**src/include/lcc_map.vh**
```
`ifndef LCC_MAP_VH
`define LCC_MAP_VH

// ----------------------------------------------------------------
// Register offsets (byte addresses, one 32-bit word each)
// ----------------------------------------------------------------
`define LCC_CELL_BASE 8'h00
`define LCC_CTRL_A 8'h40
`define LCC_CTRL_B 8'h44
`define LCC_STATUS 8'h48
`define LCC_QVAL 8'h4C
`define LCC_COMB 8'h50

// ----------------------------------------------------------------
// Cell configuration word fields
// ----------------------------------------------------------------
`define LCC_LUT_HI 15
`define LCC_FF_LO 16
`define LCC_OSEL_LO 18
`define LCC_FB 21
`define LCC_CHAIN 22
`define LCC_ARITH 23
`define LCC_DSEL 24
`define LCC_CKSEL 25
`define LCC_CLR_LO 26
`define LCC_INV 28
`define LCC_PACK 29
`define LCC_CELL_MASK 32'h3FFFFFFF

// ----------------------------------------------------------------
// Storage element kinds and clear selects
// ----------------------------------------------------------------
`define LCC_FF_D 2'h0
`define LCC_FF_T 2'h1
`define LCC_FF_JK 2'h2
`define LCC_FF_SR 2'h3
`define LCC_CLR_A 2'h1
`define LCC_CLR_B 2'h2

// ----------------------------------------------------------------
// Control source codes and limits
// ----------------------------------------------------------------
`define LCC_ROW_LINES 4'h6
`define LCC_SRC_OFF 4'hF
`define LCC_MAX_LOCAL 4'h4

// ----------------------------------------------------------------
// Reset values
// ----------------------------------------------------------------
`define LCC_CELL_RST 32'h00000000
`define LCC_CTRL_A_RST 32'hFFFFFFFF
`define LCC_CTRL_B_RST 4'h0

`endif

```
**src/lcc_cluster.v**
```verilog
`timescale 1ns/100ps
`include "lcc_map.vh"
module lcc_cluster (
  // Clock, enable and reset
  input wire clk_i,
  input wire rst_n_i,
  input wire ce_i,
  // APB slave
  input wire psel_i,
  input wire penable_i,
  input wire pwrite_i,
  input wire [7:0] paddr_i,
  input wire [31:0] pwdata_i,
  output reg [31:0] prdata_o,
  output reg pready_o,
  output reg pslverr_o,
  // Control sources
  input wire [5:0] row_clk_i,
  input wire [3:0] ctl_local_i,
  input wire chip_wide_reset_n_i,
  // Cell data path
  input wire [63:0] cell_data_i,
  input wire carry_in_i,
  input wire chain_in_i,
  output reg [47:0] cell_out_o,
  output reg carry_out_o,
  output reg chain_out_o
);

  // ----------------------------------------------------------------
  // Helpers
  // ----------------------------------------------------------------
  function is_local;
    input [3:0] src;
    begin
      is_local = (src[3:2] == 2'b10);
    end
  endfunction

  function is_used;
    input [3:0] src;
    begin
      is_used = (src != `LCC_SRC_OFF);
    end
  endfunction

  // Local lines are dropped when too many controls ask for them
  function src_level;
    input [3:0] src;
    input [5:0] row;
    input [3:0] loc;
    input lock;
    begin
      if (src < `LCC_ROW_LINES) begin
        src_level = row[src[2:0]];
      end else if (is_local(src)) begin
        src_level = loc[src[1:0]] & ~lock;
      end else begin
        src_level = 1'b0;
      end
    end
  endfunction

  // Next visible state of one storage element
  function ff_next;
    input [1:0] kind;
    input din;
    input kin;
    input vis;
    begin
      case (kind)
        `LCC_FF_D: ff_next = din;
        `LCC_FF_T: ff_next = vis ^ din;
        `LCC_FF_JK: ff_next = (din & ~vis) | (~kin & vis);
        `LCC_FF_SR: ff_next = din | (~kin & vis);
        default: ff_next = vis;
      endcase
    end
  endfunction

  // ----------------------------------------------------------------
  // State
  // ----------------------------------------------------------------
  reg [31:0] cell_cfg [0:15];
  reg [31:0] ctrl_a;
  reg [3:0] ctrl_b;
  reg [15:0] q_raw;
  reg lvl_a_q;
  reg lvl_b_q;

  // ----------------------------------------------------------------
  // Shared control decode
  // ----------------------------------------------------------------
  reg [3:0] local_cnt;
  reg local_lock;
  reg [3:0] src_b;
  reg fall_b;
  reg lvl_a;
  reg lvl_b;
  reg cluster_clock_a_tick;
  reg cluster_clock_b_tick;
  reg cluster_clock_a_gate;
  reg cluster_clock_b_gate;
  reg cluster_async_clear_a;
  reg cluster_async_clear_b;
  reg sync_clear;
  reg sync_load;
  reg sload_used;
  reg chip_clear;
  integer k;

  always @* begin
    local_cnt = 4'h0;
    for (k = 0; k < 8; k = k + 1) begin
      local_cnt = local_cnt + {3'h0, is_local(ctrl_a[4*k +: 4])};
    end
    local_lock = (local_cnt > `LCC_MAX_LOCAL);
    // Both edges of one line use up both cluster clocks
    src_b = ctrl_b[2] ? ctrl_a[3:0] : ctrl_a[7:4];
    fall_b = ctrl_b[2] ? ~ctrl_b[0] : ctrl_b[1];
    lvl_a = src_level(ctrl_a[3:0], row_clk_i, ctl_local_i, local_lock);
    lvl_b = src_level(src_b, row_clk_i, ctl_local_i, local_lock);
    cluster_clock_a_tick = is_used(ctrl_a[3:0]) & (ctrl_b[0] ? (lvl_a_q & ~lvl_a) : (~lvl_a_q & lvl_a));
    cluster_clock_b_tick = is_used(src_b) & (fall_b ? (lvl_b_q & ~lvl_b) : (~lvl_b_q & lvl_b));
    sload_used = is_used(ctrl_a[31:28]);
    // Gate a is lost to the load line, so it reads as always on
    if (sload_used || !is_used(ctrl_a[11:8])) begin
      cluster_clock_a_gate = 1'b1;
    end else begin
      cluster_clock_a_gate = src_level(ctrl_a[11:8], row_clk_i, ctl_local_i, local_lock);
    end
    if (!is_used(ctrl_a[15:12])) begin
      cluster_clock_b_gate = 1'b1;
    end else begin
      cluster_clock_b_gate = src_level(ctrl_a[15:12], row_clk_i, ctl_local_i, local_lock);
    end
    cluster_async_clear_a = src_level(ctrl_a[19:16], row_clk_i, ctl_local_i, local_lock);
    cluster_async_clear_b = src_level(ctrl_a[23:20], row_clk_i, ctl_local_i, local_lock);
    sync_clear = src_level(ctrl_a[27:24], row_clk_i, ctl_local_i, local_lock);
    sync_load = src_level(ctrl_a[31:28], row_clk_i, ctl_local_i, local_lock);
    chip_clear = ctrl_b[3] & ~chip_wide_reset_n_i;
  end

  // ----------------------------------------------------------------
  // Cell data path
  // ----------------------------------------------------------------
  reg [15:0] inv_vec;
  reg [15:0] pack_vec;
  reg [15:0] q_vis;
  reg [16:0] carry;
  reg [15:0] comb_val;
  reg [15:0] din_val;
  reg [15:0] chain_src;
  reg [15:0] next_q_raw;
  reg [47:0] next_cell_out;
  reg [31:0] c;
  reg [3:0] lut_idx;
  reg a_in;
  reg b_in;
  reg c_in;
  reg d_in;
  reg tick;
  reg gate;
  reg aclr;
  reg vis_next;
  integer i;

  always @* begin
    c = 32'h0;
    lut_idx = 4'h0;
    a_in = 1'b0;
    b_in = 1'b0;
    c_in = 1'b0;
    d_in = 1'b0;
    tick = 1'b0;
    gate = 1'b0;
    aclr = 1'b0;
    vis_next = 1'b0;
    inv_vec = 16'h0;
    pack_vec = 16'h0;
    comb_val = 16'h0;
    din_val = 16'h0;
    next_q_raw = q_raw;
    next_cell_out = 48'h0;
    for (i = 0; i < 16; i = i + 1) begin
      inv_vec[i] = cell_cfg[i][`LCC_INV];
      pack_vec[i] = cell_cfg[i][`LCC_PACK];
    end
    // Preset is a clear seen through inverters around the register
    q_vis = q_raw ^ inv_vec;
    chain_src = {q_vis[14:0], chain_in_i};
    carry = 17'h0;
    carry[0] = carry_in_i;
    for (i = 0; i < 16; i = i + 1) begin
      c = cell_cfg[i];
      a_in = c[`LCC_FB] ? q_vis[i] : cell_data_i[4*i];
      b_in = cell_data_i[4*i+1];
      c_in = cell_data_i[4*i+2];
      d_in = cell_data_i[4*i+3];
      if (c[`LCC_ARITH]) begin
        comb_val[i] = a_in ^ b_in ^ carry[i];
        carry[i+1] = (a_in & b_in) | (carry[i] & (a_in ^ b_in));
      end else begin
        lut_idx = {(c[`LCC_DSEL] ? carry[i] : d_in), c_in, b_in, a_in};
        comb_val[i] = c[lut_idx];
        carry[i+1] = carry[i];
      end
      // Chained registers take the previous register, not the lookup
      din_val[i] = c[`LCC_CHAIN] ? chain_src[i] : comb_val[i];
      tick = c[`LCC_CKSEL] ? cluster_clock_b_tick : cluster_clock_a_tick;
      gate = c[`LCC_CKSEL] ? cluster_clock_b_gate : cluster_clock_a_gate;
      case (c[`LCC_CLR_LO+1:`LCC_CLR_LO])
        `LCC_CLR_A: aclr = cluster_async_clear_a;
        `LCC_CLR_B: aclr = cluster_async_clear_b;
        default: aclr = 1'b0;
      endcase
      vis_next = ff_next(c[`LCC_FF_LO+1:`LCC_FF_LO], din_val[i], c_in, q_vis[i]);
      if (chip_clear) begin
        next_q_raw[i] = 1'b0;
      end else if (aclr) begin
        next_q_raw[i] = 1'b0;
      end else if (tick) begin
        if (sync_clear) begin
          next_q_raw[i] = 1'b0;
        end else if (sync_load && !c[`LCC_PACK]) begin
          next_q_raw[i] = d_in ^ c[`LCC_INV];
        end else if (gate) begin
          next_q_raw[i] = vis_next ^ c[`LCC_INV];
        end
      end
      next_cell_out[3*i] = c[`LCC_OSEL_LO] ? q_vis[i] : comb_val[i];
      next_cell_out[3*i+1] = c[`LCC_OSEL_LO+1] ? q_vis[i] : comb_val[i];
      next_cell_out[3*i+2] = c[`LCC_OSEL_LO+2] ? q_vis[i] : comb_val[i];
    end
  end

  // ----------------------------------------------------------------
  // Cell registers and output flops
  // ----------------------------------------------------------------
  always @(posedge clk_i) begin
    if (!rst_n_i) begin
      q_raw <= 16'h0;
      lvl_a_q <= 1'b0;
      lvl_b_q <= 1'b0;
      cell_out_o <= 48'h0;
      carry_out_o <= 1'b0;
      chain_out_o <= 1'b0;
    end else if (ce_i) begin
      q_raw <= next_q_raw;
      lvl_a_q <= lvl_a;
      lvl_b_q <= lvl_b;
      cell_out_o <= next_cell_out;
      carry_out_o <= carry[16];
      chain_out_o <= q_vis[15];
    end
  end

  // ----------------------------------------------------------------
  // APB register file
  // ----------------------------------------------------------------
  reg [31:0] rd_val;
  reg hit;
  reg ro;
  reg [2:0] status;
  integer j;

  always @* begin
    status = {sload_used & is_used(ctrl_a[11:8]), sload_used & (|pack_vec), local_lock};
    hit = (paddr_i[1:0] == 2'b00) && (paddr_i <= `LCC_COMB);
    ro = (paddr_i >= `LCC_STATUS);
    rd_val = 32'h0;
    if (paddr_i < `LCC_CTRL_A) begin
      rd_val = cell_cfg[paddr_i[5:2]];
    end else begin
      case (paddr_i)
        `LCC_CTRL_A: rd_val = ctrl_a;
        `LCC_CTRL_B: rd_val = {28'h0, ctrl_b};
        `LCC_STATUS: rd_val = {29'h0, status};
        `LCC_QVAL: rd_val = {15'h0, carry[16], q_vis};
        `LCC_COMB: rd_val = {16'h0, comb_val};
        default: rd_val = 32'h0;
      endcase
    end
  end

  // Write lands on the edge that samples pready high
  always @(posedge clk_i) begin
    if (!rst_n_i) begin
      for (j = 0; j < 16; j = j + 1) begin
        cell_cfg[j] <= `LCC_CELL_RST;
      end
      ctrl_a <= `LCC_CTRL_A_RST;
      ctrl_b <= `LCC_CTRL_B_RST;
      prdata_o <= 32'h0;
      pready_o <= 1'b0;
      pslverr_o <= 1'b0;
    end else if (ce_i) begin
      if (psel_i && penable_i && !pready_o) begin
        pready_o <= 1'b1;
        prdata_o <= (hit && !pwrite_i) ? rd_val : 32'h0;
        pslverr_o <= !hit || (pwrite_i && ro);
      end else if (pready_o) begin
        pready_o <= 1'b0;
        pslverr_o <= 1'b0;
        if (psel_i && penable_i && pwrite_i && hit && !ro) begin
          if (paddr_i < `LCC_CTRL_A) begin
            cell_cfg[paddr_i[5:2]] <= pwdata_i & `LCC_CELL_MASK;
          end else if (paddr_i == `LCC_CTRL_A) begin
            ctrl_a <= pwdata_i;
          end else begin
            ctrl_b <= pwdata_i[3:0];
          end
        end
      end
    end
  end

endmodule // lcc_cluster

```
**config.mk**
```make
export PLATFORM = sky130hd
export DESIGN_NAME = lcc_cluster
export DESIGN_NICKNAME = d
export VERILOG_FILES = /design/src/lcc_cluster.v
export VERILOG_INCLUDE_DIRS = /design/src /design/src/include
export SDC_FILE = /design/constraint.sdc
export NUM_CORES = 1
export LEC_CHECK = 0
export ABC_AREA = 1
export BUFFER_PORTS_ARGS = -buffer_cell sky130_fd_sc_hd__buf_2
export CAP_MARGIN = 30
export CORE_UTILIZATION = 60
export CTS_BUF_LIST = sky130_fd_sc_hd__clkbuf_16
export CTS_CLUSTER_SIZE = 14
export DETAILED_ROUTE_END_ITERATION = 16
export GPL_TIMING_DRIVEN = 0
export PLACE_DENSITY = 0.79
export SLEW_MARGIN = 20
export SYNTH_ARGS = -nofsm -noshare
export SYNTH_HDL_FRONTEND = slang
export SYNTH_SLANG_ARGS = --single-unit
```
**constraint.sdc**
```tcl
create_clock -name clk_i -period 21.2 [get_ports clk_i]
set_input_delay 0 -clock clk_i [delete_from_list [all_inputs] [get_ports clk_i]]
set_output_delay 0 -clock clk_i [all_outputs]
set_load 0.05 [all_outputs]
```
==> reports/qor.csv <==
stage,metric,value,unit
clock_tree,CTS H-tree depth,3,
power,leakage,16.3,nW
critical_path,Worst Path Arrival,13.15,ns
layout,"commonest non-fill, non-tap cell in the layout",nor2_1,
clock_tree,CTS root buffer,clkbuf_16,
routing,1st-iter DRT viols,6255,
routing,final WL,154,mm
synth,"EDFF count, synth",480,
clock_tree,CTS sink cnt,618,
floorplan,Die X,241,um
flow_run,max-cap violations,0,
critical_path,CP startpoint kind,flop,
clock_tree,CTS Buf Count,70,
timing,final hold violation count,0,
timing,slew at the pin closest to its max-slew limit,1.23,ns
floorplan,core area,56400,sq um
power,total power,0.00305,W
placement,placed cell areas,36400,sq um
min_path,Min-Delay Path Class,in -> reg,
critical_path,CP max FO,8,
run_status,outcome,completed,
synth,Most used DFF post-synth,edfxtp_1,
layout,Area growth syn-to-layout,15.2,%
critical_path,Worst path slowest cell,fa_1,
global_routing,All-Layer GR Usage,52.7,%
timing,Final min period,12.66,ns
global_routing,largest net degree at the start of global routing,31,
routing,Avg WL per Cell,29.5,um
global_routing,initial antenna violation count,7,
layout,most frequent cells in the layout,"nor2_1 (698), nand2_1 (576), edfxtp_1 (480)",
synth,Synth Area per Inst,8.43,sq um
routing,via count,35100,
timing,post-route setup TNS,0,ns
critical_path,endpoint class of the critical path,flop,
critical_path,Worst R2R Path Depth,67,
routing,routed vias/inst,6.69,
placement,Placed Cells,5040,
timing,Clock Skew,0.0223,ns
timing,Max Clock Freq,0.0790,GHz
synth,Synth cell types,69,
critical_path,Crit Path Class,reg -> reg,
min_path,Hold Path Origin,ctl_local_i[2],
min_path,Hold Crit Depth,5,
timing,final setup violation count,0,
global_routing,first-pass GRT wire length,214,mm
layout,Final Core Density,70.0,%
critical_path,R2R Path Start,cell_cfg[0][28],
clock_tree,CTS tree,built,
floorplan,Rows,87,
synth,number of synthesized register bits,618,
critical_path,CP startpoint,cell_cfg[0][28],
synth,register area share after synthesis,50.1,%
clock_tree,cells resized by post-CTS repair,0,
floorplan,I/O pin cnt,207,
critical_path,Worst Path Required,21.68,ns
clock_tree,clock-pin transition on the worst setup and hold timing paths,0.06,ns
power,Peak supply drop,0.0816,mV
synth,Synth Instances,4065,
synth,Post-synth ARST share,0,%
timing,unrepaired setup endpoints after global routing,false,
critical_path,most used cell along the critical path,nand2_1,
routing,Post-DRT Antenna Nets,0,
global_routing,vias in the first global route,32200,
global_routing,GR Overflow Total,0,
floorplan,Die ar.,58100,sq um
placement,GP Congestion,1.11,
placement,Port Buffer Count,206,
clock_tree,clock buffer depth,3,
timing,max_slew headroom,17.9,%
critical_path,reg-to-reg endpoint,q_raw[15],
floorplan,Starting Density,60.8,%
layout,Final Non-Filler Cells,5240,
timing,period utilisation layout,59.7,%
power,power per cell area,77.4,nW/um^2
synth,syn nets,4259,
floorplan,die height,241,um
clock_tree,worst skew pair latency,0.65,ns
critical_path,Setup crit end,q_raw[15],
synth,post-synthesis cell area,34300,sq um
critical_path,Critical Path Max Stage Delay,0.42,ns
synth,Syn. warnings,0,
layout,share of post-route cells with drive strength above 1,12.4,%
placement,Final HPWL DP,117,mm
routing,iteration count of the initial detailed-routing pass,8,
layout,fin area,39500,sq um
timing,max-slew violation count,0,
routing,DRC violations left,0,
critical_path,reg2reg setup slack,8.54,ns
layout,Final nets,4621,
## routing by layer
metal	GRT usage [%]	vias to the layer above	wire [um]
li1	-	14800	-
met1	64.7	16100	51600
met2	74.1	3325	62400
met3	18.6	831	25100
met4	44.6	8	15200
met5	0.253	-	57
## layout make-up
type,count,area (sq um)
clock inverters,57,523
repair buffers,290,1900
well taps,756,946
diodes,1,2.50
plain buffers,217,920
multi-input cells,2794,14600
inverters,436,1640
flip-flops and latches,618,17200
fillers,4484,16900
clock buffers,71,1780
## flip-flops by register name, summed over array words and instances, names as in the netlist
signal       cells
carry_out_o      1
cell_cfg       480
cell_out_o      48
chain_out_o      1
ctrl_a          32
ctrl_b           4
lvl_a_q          1
lvl_b_q          1
prdata_o        32
pready_o         1
pslverr_o        1
q_raw           16
## worst max-delay path, delay by kind of cell (launching register included)
kind                       cells  cell delay, ns
adders and majority gates     17            6.09
and+or+nand+nor               39            4.80
AOI/OAI and AO/OA              6            0.76
buffers and inverters          5            0.42
DFF                            1            0.39
## power by group
part | internal, W | total, W | switching [W]
clock | 0.000704 | 0.00126 | 0.000555
combinational | 0.000106 | 0.000429 | 0.000324
sequential | 0.00134 | 0.00137 | 0.0000267
total | 0.00215 | 0.00305 | 0.000905
## synthesized netlist by cell type, types with 4 or more instances
master / instances / area [sq um]
a2111oi_0: 7 / 61.3
a211oi_1: 9 / 67.6
a21oi_1: 223 / 1120
a22oi_1: 8 / 60.1
a31oi_1: 5 / 31.3
buf_1: 8 / 30.0
buf_2: 56 / 280
clkbuf_1: 148 / 556
clkinv_1: 32 / 120
dfxtp_1: 138 / 2760
edfxtp_1: 480 / 14400
fa_1: 20 / 400
ha_1: 51 / 638
inv_1: 388 / 1460
inv_2: 16 / 60.1
mux2i_1: 4 / 40.0
nand2_1: 592 / 2220
nand2_2: 21 / 131
nand3_1: 114 / 571
nand3_2: 16 / 160
nand4_1: 31 / 194
nor2_1: 698 / 2620
nor3_1: 72 / 360
nor4_1: 7 / 43.8
o2111ai_1: 10 / 87.6
o211ai_1: 114 / 856
o21ai_0: 397 / 1990
o21ai_1: 37 / 185
o21ai_2: 20 / 175
o21ai_4: 8 / 130
o221ai_1: 17 / 149
o22a_1: 12 / 105
o22ai_1: 149 / 932
o311ai_0: 8 / 70.1
o31ai_1: 45 / 338
or2_0: 6 / 37.5
or2_1: 6 / 37.5
or2_2: 36 / 225
xor2_1: 7 / 61.3
## worst min path at each step
stage,endpoint,slack (ns)
floorplan,ctrl_a[31],0.15
finish,lvl_b_q,0.01
global placement,ctrl_a[30],0.25
detailed placement,ctrl_a[30],0.26
CTS,lvl_b_q,0.001
global route,ctrl_b[1],0.04
## through the flow
stage	hold WS [ns]	setup WS, ns
finish	0.0137	8.54
global route	0.0412	7.90
CTS	0.000991	8.77
detailed placement	0.257	8.84
global placement	0.248	9.03
floorplan	0.154	10.33
## cell families after synthesis
kind of cell / synth area share, %
mux: 0.150
compound gates: 19.5
buf+inv: 7.45
xor+xnor: 0.380
simple gates: 19.4
flops: 50.1
fa+ha+maj: 3.03
## repair_timing
| item | CTS | global route |
|---|---|---|
| endpoints found under the hold margin | 178 | 0 |
| buffers inserted | 0 | 0 |
| hold buffers | 61 | 0 |
Power figures use the tool's default switching activity.
